--- config.mk ---
export PLATFORM = sky130hd
export DESIGN_NAME = dst_top
export DESIGN_NICKNAME = d
export VERILOG_FILES = /design/src/logic/dst_pkg.sv /design/src/logic/dst_lfsr.sv /design/src/logic/dst_csum.sv /design/src/logic/dst_top.sv
export SDC_FILE = /design/constraint.sdc
export NUM_CORES = 1
export LEC_CHECK = 0
export BUFFER_PORTS_ARGS = -buffer_cell sky130_fd_sc_hd__buf_2
export CAP_MARGIN = 25
export CELL_PAD_IN_SITES_DETAIL_PLACEMENT = 0
export CELL_PAD_IN_SITES_GLOBAL_PLACEMENT = 1
export CORE_UTILIZATION = 44
export DETAILED_ROUTE_END_ITERATION = 10
export GPL_TIMING_DRIVEN = 0
export PLACE_DENSITY_LB_ADDON = 0.1
export SLEW_MARGIN = 20
export SYNTH_ARGS = -nofsm -noshare
export SYNTH_HDL_FRONTEND = slang
export SYNTH_SLANG_ARGS = --single-unit
export TNS_END_PERCENT = 50
--- constraint.sdc ---
create_clock -name mclk -period 2.15 [get_ports mclk]
set_input_delay 0.1075 -clock mclk [delete_from_list [all_inputs] [get_ports mclk]]
set_output_delay 0.1075 -clock mclk [all_outputs]
set_load 0.01 [all_outputs]
--- src/logic/dst_pkg.sv ---
package dst_pkg;

    // ------------------------------------------------------------------
    // Register map (8-bit registers on the serial interface)
    // ------------------------------------------------------------------
    localparam int ADDR_W = 8;
    localparam int DATA_W = 8;
    localparam logic [7:0] REG_MODE_ST = 8'h01;
    localparam logic [7:0] REG_CFG_02 = 8'h02;
    localparam logic [7:0] REG_SYNC_MASK = 8'h03;
    localparam logic [7:0] REG_ST_STATUS = 8'h04;
    localparam logic [7:0] REG_SYNC_BEHAV = 8'h05;
    localparam logic [7:0] REG_CFG_06 = 8'h06;
    localparam logic [7:0] REG_CFG_0C = 8'h0c;
    localparam logic [7:0] REG_CFG_0D = 8'h0d;
    localparam logic [7:0] REG_SDO_FUNC = 8'h0e;
    localparam logic [7:0] REG_CFG_0F = 8'h0f;
    localparam int REG_SLOTS = 16;
    localparam int IDX_W = 4;
    localparam logic [7:0] REG_RESET_VAL = 8'h00;

    // ------------------------------------------------------------------
    // Field positions
    // ------------------------------------------------------------------
    localparam int BIT_ST_ENABLE = 3;
    localparam int BIT_ERR_MASK = 2;
    localparam int BIT_ST_ERROR = 0;
    localparam int SDO_SEL_HI = 7;
    localparam int SDO_SEL_LO = 5;
    localparam logic [2:0] SDO_SEL_ST_ERR = 3'h5;

    // ------------------------------------------------------------------
    // Test cycle and pattern
    // ------------------------------------------------------------------
    localparam int SAMPLE_W = 16;
    localparam int CNT_W = 19;
    localparam int MAX_CYCLE_CLKS = 400000;
    localparam int CHECK_OVERHEAD = 2;
    localparam int CYCLE_LEN_DEF = 262144;
    localparam logic [15:0] LFSR_SEED = 16'hace1;
    localparam logic [15:0] LFSR_TAPS = 16'hb400;
    // Arbitrary value; the real hardwired constant is set per chip
    localparam logic [15:0] EXPECTED_DEF = 16'h0000;

    typedef struct packed {
        logic wr;
        logic rd;
        logic [7:0] addr;
        logic [7:0] wdata;
    } dst_reg_req_t;

    typedef enum logic [1:0] {
        ST_OFF,
        ST_RUN,
        ST_DRAIN,
        ST_CHECK
    } dst_state_t;

endpackage

--- src/logic/dst_lfsr.sv ---
`timescale 1ns/10ps
module dst_lfsr #(
    parameter int W = 16,
    parameter logic [W-1:0] SEED = 16'hace1,
    parameter logic [W-1:0] TAPS = 16'hb400
) (
    input wire logic mclk,
    input wire logic rst_n,
    input wire logic load,
    input wire logic step,
    output logic [W-1:0] q
);
    logic [W-1:0] q_ff;
    logic [W-1:0] nxt_q;

    // ------------------------------------------------------------------
    // Galois shift, reload wins over step
    // ------------------------------------------------------------------
    always_comb begin
        nxt_q = q_ff;
        if (load) begin
            nxt_q = SEED;
        end else if (step) begin
            nxt_q = q_ff[0] ? ((q_ff >> 1) ^ TAPS) : (q_ff >> 1);
        end
    end

    always_ff @(posedge mclk or negedge rst_n) begin
        if (!rst_n) begin
            q_ff <= SEED;
        end else begin
            q_ff <= nxt_q;
        end
    end

    assign q = q_ff;
endmodule

--- src/logic/dst_csum.sv ---
`timescale 1ns/10ps
module dst_csum #(
    parameter int W = 16
) (
    input wire logic mclk,
    input wire logic rst_n,
    input wire logic clear,
    input wire logic en,
    input wire logic [W-1:0] din,
    output logic [W-1:0] sum
);
    logic [W-1:0] sum_ff;
    logic [W-1:0] nxt_sum;

    // ------------------------------------------------------------------
    // Rotate-and-xor; rotation keeps word order significant
    // ------------------------------------------------------------------
    always_comb begin
        nxt_sum = sum_ff;
        if (clear) begin
            nxt_sum = '0;
        end else if (en) begin
            nxt_sum = {sum_ff[W-2:0], sum_ff[W-1]} ^ din;
        end
    end

    always_ff @(posedge mclk or negedge rst_n) begin
        if (!rst_n) begin
            sum_ff <= '0;
        end else begin
            sum_ff <= nxt_sum;
        end
    end

    assign sum = sum_ff;
endmodule

--- src/logic/dst_top.sv ---
`timescale 1ns/10ps
module dst_top #(
    parameter int CYCLE_LEN = dst_pkg::CYCLE_LEN_DEF,
    parameter logic [15:0] EXPECTED = dst_pkg::EXPECTED_DEF
) (
    input wire logic mclk,
    input wire logic rst_n,
    input wire dst_pkg::dst_reg_req_t reg_req,
    output logic [7:0] reg_rdata,
    input wire logic [15:0] lvds_data,
    input wire logic lvds_sync_input,
    input wire logic three_wire_mode,
    output logic [15:0] chain_out,
    output logic self_test_active,
    output logic sdo_out,
    output logic sdo_oe
);
    // ------------------------------------------------------------------
    // Register file
    // ------------------------------------------------------------------
    logic [7:0] regs_ff [dst_pkg::REG_SLOTS];
    logic [7:0] nxt_regs [dst_pkg::REG_SLOTS];
    logic [7:0] reg_rdata_ff;
    logic [7:0] nxt_reg_rdata;
    logic self_test_error_ff;
    logic nxt_self_test_error;
    logic addr_mapped;
    logic err_clear_wr;
    logic err_set;
    logic [dst_pkg::IDX_W-1:0] idx;
    logic self_test_enable;
    logic self_test_error_mask;
    logic [2:0] serial_out_function_select;

    dst_pkg::dst_state_t state_ff;
    dst_pkg::dst_state_t nxt_state;
    logic [dst_pkg::CNT_W-1:0] cnt_ff;
    logic [dst_pkg::CNT_W-1:0] nxt_cnt;
    logic [15:0] chain_ff;
    logic [15:0] nxt_chain;
    logic csum_en_ff;
    logic nxt_csum_en;
    logic run_go;
    logic restart;
    logic [15:0] pattern;
    logic [15:0] csum;
    logic mismatch;

    localparam logic [dst_pkg::CNT_W-1:0] LAST_CNT =
        dst_pkg::CNT_W'(CYCLE_LEN - 1);

    assign idx = reg_req.addr[dst_pkg::IDX_W-1:0];

    always_comb begin
        case (reg_req.addr)
            dst_pkg::REG_MODE_ST, dst_pkg::REG_CFG_02,
            dst_pkg::REG_SYNC_MASK, dst_pkg::REG_ST_STATUS,
            dst_pkg::REG_SYNC_BEHAV, dst_pkg::REG_CFG_06,
            dst_pkg::REG_CFG_0C, dst_pkg::REG_CFG_0D,
            dst_pkg::REG_SDO_FUNC, dst_pkg::REG_CFG_0F: begin
                addr_mapped = 1'b1;
            end
            default: begin
                addr_mapped = 1'b0;
            end
        endcase
    end

    assign self_test_enable =
        regs_ff[dst_pkg::REG_MODE_ST[dst_pkg::IDX_W-1:0]]
            [dst_pkg::BIT_ST_ENABLE];
    assign self_test_error_mask =
        regs_ff[dst_pkg::REG_SYNC_MASK[dst_pkg::IDX_W-1:0]]
            [dst_pkg::BIT_ERR_MASK];
    assign serial_out_function_select =
        regs_ff[dst_pkg::REG_SDO_FUNC[dst_pkg::IDX_W-1:0]]
            [dst_pkg::SDO_SEL_HI:dst_pkg::SDO_SEL_LO];

    assign err_clear_wr = reg_req.wr &&
        (reg_req.addr == dst_pkg::REG_ST_STATUS) &&
        !reg_req.wdata[dst_pkg::BIT_ST_ERROR];

    always_comb begin
        nxt_regs = regs_ff;
        nxt_reg_rdata = reg_rdata_ff;
        if (reg_req.wr && addr_mapped &&
                reg_req.addr != dst_pkg::REG_ST_STATUS) begin
            nxt_regs[idx] = reg_req.wdata;
        end
        // Unmapped reads answer zero; status shows only the error bit
        if (reg_req.rd) begin
            nxt_reg_rdata = 8'h00;
            if (reg_req.addr == dst_pkg::REG_ST_STATUS) begin
                nxt_reg_rdata[dst_pkg::BIT_ST_ERROR] = self_test_error_ff;
            end else if (addr_mapped) begin
                nxt_reg_rdata = regs_ff[idx];
            end
        end
        nxt_self_test_error = self_test_error_ff;
        if (err_set) begin
            nxt_self_test_error = 1'b1;
        end else if (err_clear_wr) begin
            nxt_self_test_error = 1'b0;
        end
    end

    always_ff @(posedge mclk or negedge rst_n) begin
        if (!rst_n) begin
            for (int i = 0; i < dst_pkg::REG_SLOTS; i++) begin
                regs_ff[i] <= dst_pkg::REG_RESET_VAL;
            end
            reg_rdata_ff <= 8'h00;
            self_test_error_ff <= 1'b0;
        end else begin
            regs_ff <= nxt_regs;
            reg_rdata_ff <= nxt_reg_rdata;
            self_test_error_ff <= nxt_self_test_error;
        end
    end

    // ------------------------------------------------------------------
    // Test sequencer
    // ------------------------------------------------------------------
    // Enable bit plus sync keep the test running
    assign run_go = self_test_enable && lvds_sync_input;
    assign restart = (state_ff != dst_pkg::ST_RUN) &&
        (nxt_state == dst_pkg::ST_RUN);
    assign mismatch = (csum != EXPECTED);
    // Compare once the last word is absorbed
    assign err_set = (state_ff == dst_pkg::ST_CHECK) && mismatch &&
        !self_test_error_mask;

    always_comb begin
        nxt_state = state_ff;
        nxt_cnt = cnt_ff;
        case (state_ff)
            dst_pkg::ST_OFF: begin
                nxt_cnt = '0;
                if (run_go) begin
                    nxt_state = dst_pkg::ST_RUN;
                end
            end
            dst_pkg::ST_RUN: begin
                nxt_cnt = cnt_ff + 1'b1;
                if (!run_go) begin
                    nxt_state = dst_pkg::ST_OFF;
                end else if (cnt_ff == LAST_CNT) begin
                    nxt_state = dst_pkg::ST_DRAIN;
                end
            end
            dst_pkg::ST_DRAIN: begin
                nxt_state = run_go ? dst_pkg::ST_CHECK : dst_pkg::ST_OFF;
            end
            dst_pkg::ST_CHECK: begin
                nxt_cnt = '0;
                nxt_state = run_go ? dst_pkg::ST_RUN : dst_pkg::ST_OFF;
            end
            default: begin
                nxt_state = dst_pkg::ST_OFF;
            end
        endcase
    end

    // Whole test runs on mclk, the sample clock itself
    always_ff @(posedge mclk or negedge rst_n) begin
        if (!rst_n) begin
            state_ff <= dst_pkg::ST_OFF;
            cnt_ff <= '0;
        end else begin
            state_ff <= nxt_state;
            cnt_ff <= nxt_cnt;
        end
    end

    // ------------------------------------------------------------------
    // Data path
    // ------------------------------------------------------------------
    always_comb begin
        nxt_csum_en = (state_ff == dst_pkg::ST_RUN);
        // Pattern source only in ST_RUN, not in ST_DRAIN or ST_CHECK
        if (state_ff == dst_pkg::ST_RUN) begin
            nxt_chain = pattern;
        end else if (!lvds_sync_input || self_test_enable) begin
            nxt_chain = '0;
        end else begin
            nxt_chain = lvds_data;
        end
    end

    always_ff @(posedge mclk or negedge rst_n) begin
        if (!rst_n) begin
            chain_ff <= '0;
            csum_en_ff <= 1'b0;
        end else begin
            chain_ff <= nxt_chain;
            csum_en_ff <= nxt_csum_en;
        end
    end

    dst_lfsr #(
        .W(dst_pkg::SAMPLE_W),
        .SEED(dst_pkg::LFSR_SEED),
        .TAPS(dst_pkg::LFSR_TAPS)
    ) u_lfsr (
        .mclk(mclk),
        .rst_n(rst_n),
        .load(restart),
        .step(state_ff == dst_pkg::ST_RUN),
        .q(pattern)
    );

    dst_csum #(
        .W(dst_pkg::SAMPLE_W)
    ) u_csum (
        .mclk(mclk),
        .rst_n(rst_n),
        .clear(restart),
        .en(csum_en_ff),
        .din(chain_ff),
        .sum(csum)
    );

    assign chain_out = chain_ff;
    assign reg_rdata = reg_rdata_ff;
    assign self_test_active = (state_ff != dst_pkg::ST_OFF);
    // Error flag on SERIAL_DATA_OUTPUT_PIN when selected in 3-wire mode
    assign sdo_oe = three_wire_mode &&
        (serial_out_function_select == dst_pkg::SDO_SEL_ST_ERR);
    assign sdo_out = sdo_oe && self_test_error_ff;

    // ------------------------------------------------------------------
    // Checks
    // ------------------------------------------------------------------
    logic [dst_pkg::CNT_W-1:0] age_ff;

    always_ff @(posedge mclk or negedge rst_n) begin
        if (!rst_n) begin
            age_ff <= '0;
        end else if (restart || state_ff == dst_pkg::ST_OFF) begin
            age_ff <= '0;
        end else begin
            age_ff <= age_ff + 1'b1;
        end
    end
endmodule

Word-level counts from Yosys, hierarchy flattened
Memory sizes are Yosys's and may differ from the RTL's.
Index checks and enable logic that the tools add are counted.
{"block": "totals", "elab_cells": 90, "rom_bits": 16, "output_inout_bits": 27, "n_memories": 1, "register_bits": 207}
{"name": "(name not given)", "words": 16, "word_bits": 1, "read_ports": 1, "rd_ports_with_merged_regs": 0, "write_ports": 0, "line_no": "dst_top.sv:55", "source": "case (reg_req.addr)"}
{"block": "op_classes", "eq_ne": 9, "addsub": 1, "muxes": 26, "reduce_logical": 24, "n_bitwise": 3, "n_lt_le_gt_ge": 2}
{"op": "$bwmux W128", "count": 1}
{"op": "$mux W16", "count": 7}
{"op": "$pmux W19 S2", "count": 1}
{"op": "$bmux W8 S4", "count": 1}
{"op": "$demux W8 S4", "count": 1}
{"op": "$mux W8", "count": 4}
{"op": "$add A19 B1 Y19 const B", "count": 1}
{"op": "$eq A19 B18 Y1 const B", "count": 1}
{"op": "$reduce_bool A16 Y1", "count": 1}
{"op": "$xor A16 B16 Y16", "count": 1}
{"op": "$logic_and A1 B1 Y1", "count": 11}
{"op": "$reduce_bool A2 Y1", "count": 5}
{"op": "$eq A8 B3 Y1 const B", "count": 1}
{"op": "$mux W2", "count": 4}
{"op": "$ne A8 B3 Y1 const B", "count": 1}
{"op": "$pmux W2 S4", "count": 1}
{"op": "$mux W7", "count": 1}
{"op": "$ge A5 B5 Y1 const B", "count": 1}
{"op": "$lt A5 B1 Y1 const B", "count": 1}
{"op": "$mux W1", "count": 5}
{"op": "$not A4 Y5", "count": 1}
{"op": "$eq A2 B1 Y1 const B", "count": 2}
{"op": "$eq A2 B2 Y1 const B", "count": 2}
{"op": "$logic_not A4 Y1", "count": 1}
{"op": "7 further kinds", "count": 9}

Depth between registers and ports, before layout
Gate-level depths: netlist of run 1.
{"block": "depth", "ltp_word": 7, "depth_mapped": 8, "mapped_depth_nobuf": 6}

Modules after synthesis
From an unflattened synthesis of run 1, not the netlist that was laid out.
{"block": "hier_totals", "hier_cells": 596, "hier_area_um2": 7902.6}
{"module": "dst_top", "instances": 1, "cells_per_inst": 471, "area_per_inst_um2": 6352.3}
{"module": "dst_csum", "instances": 1, "cells_per_inst": 69, "area_per_inst_um2": 823.3}
{"module": "dst_lfsr", "instances": 1, "cells_per_inst": 56, "area_per_inst_um2": 726.9}

Worst setup path after synthesis of run 1
OpenSTA, ideal clock, no wires.
{"block": "synth_timing", "path_kind": "reg2reg", "from": "register state_ff[0]", "to": "register cnt_ff[16] (netlist name)", "stages_incl_launch_ff": 8, "setup_ns": 0.078, "arrival_time_ns": 2.000, "required_time_ns": 2.072, "n_path_buf": 1, "period_less_slack_ns": 2.078, "slack_ns": 0.072, "path_cell_list": "dfrtp_1 > inv_1 > ha_1 > clkbuf_1 > nand4b_2 > or4_1 > or3_1 > a21oi_1"}
{"block": "synth_between", "elab_chain_len": 3, "elab_cells_between_ends": 6, "classes_between": "eq/ne (2); mux (1); reduce/logical (3)"}
{"element": "start, declared", "line_no": "dst_top.sv:35", "source": "dst_pkg::dst_state_t state_ff;"}
{"element": "start signal, assigned", "line_no": "dst_top.sv:167", "source": "state_ff <= dst_pkg::ST_OFF;"}
{"element": "start signal, assigned", "line_no": "dst_top.sv:170", "source": "state_ff <= nxt_state;"}
{"element": "$eq A2 B2 Y1 or $logic_not A2 Y1 (tied branches)", "line_no": "dst_top.sv:136", "source": "case (state_ff)"}
{"element": "$reduce_or A2 Y1 (no line)"}
{"element": "$pmux W19 S2 or $reduce_bool A2 Y1 (tied branches)"}
{"element": "end signal, assigned", "line_no": "dst_top.sv:171", "source": "cnt_ff <= nxt_cnt;"}
{"element": "end, declared", "line_no": "dst_top.sv:37", "source": "logic [dst_pkg::CNT_W-1:0] cnt_ff;"}
Several ways; a longest one is shown, not always the timed one.
A chain may end at the register's enable or synchronous reset.

Worst setup path after layout of run 1
Ends and elaborated chain as after synthesis.

==> impl_metrics.tcl, run 1 <==
set metrics [dict create \
    status "completed" \
    crit_type "reg -> reg" \
    final.min_clock_period_ns 2.04 \
    cp_data_arrival_time_ns 2.40 \
    drv_cap 0 \
    antenna_cells 0 \
    min_to "regs_ff[100]" \
    clk_latency_ns 0.43 \
    clk_path_buf_depth 2 \
    wl_um 16900 \
    powerDensity_nw_per_um2 974 \
    die-width_um 135 \
    area_growth_pct 19.5 \
    syn_avg_cell_area_um2 13.1 \
    p_leak_nw 4.27 \
    cp_max_fo 8 \
    clock_sinks 175 \
    synthesis.nets 637 \
    post-route-period-util_pct 95.0 \
    setup_viol 0 \
    coreArea_um2 17300 \
    yosys_warnings 0 \
    numCtsBuffers 17 \
    muxShareOfSynthArea_pct 20.4 \
    async_reset_ff_share_pct 100 \
    place_congestion 0.758 \
    post-synth-top-area-cell "dfrtp_1" \
    dp_hpwl_um 11500 \
    grt_setup_unrepaired "yes" \
    yosys-top-cells-count "dfrtp_1 (167), mux2_2 (72), clkbuf_1 (45), nor2_1 (34)" \
    first_iter_violations 314 \
    io_pins 65 \
    worst_pin_slew_ns 0.778 \
    holdWs_ns 0.0589 \
    synth_compound_gate_area_share_pct 7.01 \
    grt_max_degree 75 \
    initial_core_util_pct 45.0 \
    antenna_found_initial 0 \
    ys_top_cells_by_area "dfrtp_1 (54%), mux2_2 (10%), mux4_2 (6.9%)" \
    cp-end-kind "flip-flop" \
    yosysUniqueCellTypes 50 \
    ctsHtreeMaxLevel 4 \
    syn_area_um2 7780 \
    synthFlopType "dfrtp_1" \
    fin_nets 744 \
    yosys.area_share.simple_pct 8.98 \
    worstHoldPathType "in -> reg" \
    grt_pass1_vias 5196 \
    clkTransAtPathRegs_ns 0.06 \
    fillerInstances 1545 \
    r2r-start "state_ff[0]" \
    synth_fa_ha_area_share_pct 0.965 \
    r2r_slack_ns 0.11 \
    tritoncts "built" \
    yosysSeqAreaShare_pct 56.4 \
    vdd_drop_max_uv 561 \
    dieArea_um2 18200 \
    drc 0 \
    die_y_um 135 \
    regArea_um2 4390 \
    vias_per_cell 5.36 \
    hold_path_depth 2 \
    port_buffers 62 \
    ant_nets 0 \
    grt.total_usage_pct 20.5 \
    maxSlewViolCount 0 \
    synth_top_area_share_pct 53.7 \
    multiInputGateArea_um2 3170 \
    skew_ns 0.00775 \
    dp_cells 882 \
    vias 5029 \
    fmax_ghz 0.490 \
    final_cell_count_no_fill 938 \
    grt_pass1_wl_um 28000 \
    wl_per_cell_um 18.0 \
    drive_above_1_share_pct 33.1 \
    overflow 0 \
    first_pass_iters 4 \
    synthXorXnorAreaFrac_pct 2.93 \
    cts-root-buf "clkbuf_16" \
    yosys.cell_count.top_type "dfrtp_1" \
    r2r_end "cnt_ff[16]" \
    hold_viol_final 0 \
    relSlewSlack_pct 48.1 \
    min_from "reg_req[4]" \
    ff2ff_path_depth 7 \
    fp-row-count 48 \
    cp-start-kind "flip-flop" \
    synth_top_family_by_area "multiplexers" \
    cp.required_ns 2.51 \
    ys_ff_latch 175 \
    synth_edf_count 0 \
    netlist_instances 593 \
]
state kept, by name, summed over array words and instances, names as in the netlist:
register,cells
state_ff,2
cnt_ff,19
self_test_error_ff,1
u_lfsr.q,16
reg_rdata,8
csum_en_ff,1
u_csum.sum,16
chain_out,16
regs_ff,96
how the worst max path moves through the flow:
stage	startpoint	end	slack (ns)	depth (start not counted)
detailed placement	state_ff[0]	u_csum.sum[13]	-0.50	8
finish	state_ff[0]	cnt_ff[16]	0.11	7
floorplan	state_ff[0]	cnt_ff[16]	0.07	7
CTS	state_ff[0]	cnt_ff[16]	0.01	7
global route	state_ff[0]	cnt_ff[16]	-0.02	7
global placement	rst_n	cnt_ff[4]	-1.78	1
cell usage in the layout (no fill, tap or decap), types with 4 or more instances in the layout:
| cell | instances |
|---|---|
| dfstp_2 | 8 |
| nand2b_1 | 10 |
| buf_4 | 8 |
| or3_1 | 8 |
| clkbuf_1 | 40 |
| nor2b_1 | 4 |
| dlygate4sd3_1 | 17 |
| a211oi_1 | 17 |
| inv_1 | 12 |
| buf_2 | 69 |
| or4_1 | 4 |
| o21ai_0 | 12 |
| mux2_2 | 72 |
| clkbuf_16 | 17 |
| ha_1 | 6 |
| nand2_1 | 23 |
| nor4_1 | 7 |
| xnor2_1 | 24 |
| nand3_1 | 7 |
| nand4_1 | 5 |
| nor2_1 | 34 |
| o221ai_1 | 7 |
| mux4_2 | 24 |
| a22o_1 | 16 |
| mux2i_1 | 22 |
| clkinv_2 | 6 |
| a21oi_1 | 11 |
| dfrtp_1 | 166 |
power by group:
part / internal (W) / total [W] / switching (W)
clock network: 0.00171 / 0.00303 / 0.00132
registers: 0.00380 / 0.00420 / 0.000393
logic: 0.000876 / 0.00183 / 0.000950
total: 0.00639 / 0.00905 / 0.00266
critical path, stage by stage (launching register included):
cell	delay, ns
dfrtp_2	0.40
inv_2	0.06
ha_1	0.18
clkbuf_4	0.17
nand4b_4	0.21
or4_4	0.47
or3_1	0.34
a21oi_2	0.14
layer usage:
metal | global-route usage (%) | vias to the layer above | part of all wire (%)
met5 | 0 | - | 0
met4 | 6.99 | 0 | 1.5
met3 | 5.29 | 18 | 3.4
met2 | 33.8 | 88 | 50
met1 | 26.3 | 2569 | 45
li1 | - | 2354 | -
kinds of logic after synthesis:
logic type / after synthesis
compound gates: 76
xor+xnor: 26
fa+ha+maj: 6
buf+inv: 66
flops: 175
mux: 119
simple gates: 125
metrics by stage:
stage	setup WS, ns	utilization [%]	TNS, ns	instance area, µm²	power (W)
after floorplan	0.0723	-	0	7780	0.00539
after global placement	-1.78	48.4	-314.16	8370	0.00592
after detailed placement	-0.502	48.8	-15.02	8430	0.00600
after CTS	0.0103	53.4	0	9240	0.00915
after global routing	-0.0154	53.7	-0.0393	9290	0.00955
final	0.108	53.7	0	9290	0.00905
timing repair:
action / in CTS / in global routing
pin swaps: 1 / 0
gates resized for setup: 15 / 6
buffers inserted: 2 / 5
setup endpoints to repair: 47 / 22
hold endpoints to repair: 183 / 0
hold buffers: 17 / 0
gates cloned: 0 / 0
final cells by class:
type                            instances  area share [%]
Buffer                                 53            2.48
Clock buffer                           18            4.62
Clock inverter                         14            1.52
Inverter                               13           0.525
Multi-Input combinational cell        352            34.1
Sequential cell                       175            47.3
Tap cell                              225            3.03
Timing Repair Buffer                   88            6.44
Note: power is estimated with default switching activity, not from simulation.
==> inputs of run 2 (changes only) <==
--- a/config.mk
+++ b/config.mk
@@ -16,5 +16,6 @@
 export SLEW_MARGIN = 20
 export SYNTH_ARGS = -nofsm -noshare
 export SYNTH_HDL_FRONTEND = slang
+export SYNTH_HIERARCHICAL = 1
 export SYNTH_SLANG_ARGS = --single-unit
 export TNS_END_PERCENT = 50
==> impl_metrics.tcl, run 2 <==
set metrics [dict create \
    fp-row-count 48 \
    setup_viol 0 \
    hold_viol_final 0 \
    status "completed" \
    antenna_found_initial 0 \
    cp_data_arrival_time_ns 2.39 \
    cp-start-kind "flip-flop" \
    dp_cells 881 \
    fmax_ghz 0.491 \
    clk_path_buf_depth 2 \
    async_reset_ff_share_pct 100 \
    worstHoldPathType "in -> reg" \
    wl_per_cell_um 18.2 \
    r2r_end "u_lfsr/q[15]" \
    largest-register "regs_ff" \
    skew_ns 0.00646 \
    cp-end-kind "flip-flop" \
    syn_avg_cell_area_um2 13.3 \
    dp_hpwl_um 11600 \
    drv_cap 0 \
    vias 5031 \
    min_to "regs_ff[116]" \
    grt_pass1_wl_um 27800 \
    grt_pass1_vias 5196 \
    maxSlewViolCount 0 \
    first_pass_iters 4 \
    numCtsBuffers 17 \
    overflow 0 \
    coreArea_um2 17400 \
    hold_path_depth 2 \
    yosys_warnings 6 \
    ys_top_cells_by_area "dfrtp_1 (53%), mux2_2 (10%), mux4_2 (6.0%)" \
    grt_max_degree 101 \
    reg.largest.list "regs_ff (95), cnt_ff (19)" \
    fin_nets 747 \
    yosysSeqAreaShare_pct 55.2 \
    netlist_instances 596 \
    post-synth-top-area-cell "dfrtp_1" \
    die-width_um 136 \
    first_iter_violations 194 \
    tritoncts "built" \
    dieArea_um2 18500 \
    relSlewSlack_pct 31.0 \
    io_pins 65 \
    ys_ff_latch 174 \
    ff2ff_path_depth 9 \
    final_cell_mix "dfrtp_1 (164), mux2_2 (73), buf_2 (63)" \
    postLayoutSetupSlackWorst_ns 0.114 \
    grt_setup_unrepaired "yes" \
    clkTransAtPathRegs_ns 0.07 \
    synth_edf_count 0 \
    yosys-top-cells-count "dfrtp_1 (166), mux2_2 (73), nor2_1 (42), clkbuf_1 (33), xnor2_1 (23)" \
    synthFlopType "dfrtp_1" \
    vias_per_cell 5.35 \
    antenna_cells 0 \
    dp_slack_ns -0.421 \
    wl_um 17100 \
    final.min_clock_period_ns 2.04 \
    area_growth_pct 19.8 \
    clk_latency_ns 0.42 \
    yosys.cell_count.top_type "dfrtp_1" \
    ctsHtreeMaxLevel 4 \
    post-route-period-util_pct 94.7 \
    drc 0 \
    cts-root-buf "clkbuf_16" \
    worst_pin_slew_ns 1.02 \
    r2r_slack_ns 0.11 \
    syn_area_um2 7900 \
    crit_type "reg -> reg" \
    final_common_cell "dfrtp_1" \
    clock_sinks 174 \
    r2r-start "cnt_ff[1]" \
    place_congestion 0.769 \
    drive_above_1_share_pct 38.1 \
    initial_core_util_pct 45.4 \
    largest_reg_flops 95 \
    p_leak_nw 4.29 \
    ant_nets 0 \
    cp.required_ns 2.50 \
    vdd_drop_max_uv 661 \
    yosysUniqueCellTypes 60 \
    cp_max_fo 6 \
    powerDensity_nw_per_um2 1030 \
    final_cell_count_no_fill 941 \
    grt.total_usage_pct 20.0 \
    port_buffers 59 \
    synthesis.nets 640 \
    min_from "reg_req[4]" \
    die_y_um 136 \
    synth_top_area_share_pct 52.6 \
]
run 2: cell types whose count changed after synthesis, moves of 6 or more:
cell and delta:
a211oi_2 +15, mux2i_1 -6, nor2_1 +8, clkbuf_1 -12, a211oi_1 -15
run 2: metal layers:
metal  GRT usage, %  up-vias  part of all wire [%]
met2           33.7      105                    50
met1           25.9     2570                    45
met4           5.56        0                   1.0
li1               -     2343                     -
met5              0        -                     0
met3           4.29       13                   4.0
run 2: logic make-up (layout without fill, tap and decap cells):
kind of cell | Yosys count | after routing | share of synthesized area (%)
flops | 174 | 174 | 55.2
simple gates | 137 | 137 | 10.1
mux | 110 | 110 | 18.4
compound gates | 76 | 76 | 8.25
buf+inv | 63 | 183 | 3.75
xor+xnor | 30 | 30 | 3.32
fa+ha+maj | 6 | 6 | 0.950
run 2: power by group:
part           leakage (nW)  switching, W  internal [W]
combinational          1.68       0.00116       0.00118
clock                 0.290       0.00130       0.00187
sequential             2.32      0.000445       0.00382
total                  4.29       0.00290       0.00687
run 2: what timing repair did:
action / CTS / global route
gates resized for setup: 16 / 9
setup endpoints to repair: 43 / 33
hold buffers: 17 / 0
setup buffers: 9 / 2
pin swaps: 4 / 4
hold endpoints to repair: 86 / 0
run 2: metrics by stage:
step	area (µm²)	hold slack, ns	setup TNS (ns)	utilization, %	power [W]
after floorplan	7900	-0.188	0	-	0.00586
after global placement	8480	0.323	-296.72	48.7	0.00645
after detailed placement	8520	0.121	-9.66	48.9	0.00653
after CTS	9420	0.0558	-0.0628	54.1	0.00987
after global routing	9470	0.0687	-0.0540	54.4	0.0103
final	9470	0.0641	0	54.4	0.00977
run 2: area by class of cell:
cell class                 count  area, µm²
fill                        1475       7950
sequential                   174       4370
multi-input combinational    359       3300
timing repair buffer          88        586
clock buffer                  19        443
tap                          225        282
buffer                        51        280
clock inverter                13        163
inverter                      12       45.0
run 2: worst max path at each step:
stage	startpoint	slack [ns]	end	depth (start not counted)
2_1_floorplan	cnt_ff[0]	0.01	u_lfsr/q[6]	9
3_3_place_gp	rst_n	-1.72	cnt_ff[5]	1
3_5_place_dp	state_ff[1]	-0.42	u_lfsr/q[6]	10
4_1_cts	cnt_ff[0]	-0.02	u_lfsr/q[15]	9
5_1_grt	state_ff[0]	-0.02	u_lfsr/q[13]	11
6_report	cnt_ff[1]	0.11	u_lfsr/q[15]	9
run 2: worst max-delay path, stage by stage, from the launching register on:
cell and delay (ns):
dfrtp_1 0.35, ha_2 0.18, nand3_1 0.09, or3_4 0.35, nor4_4 0.16, o31a_1 0.20, nor3_2 0.07, buf_4 0.17
buf_4 0.15, a211o_2 0.26
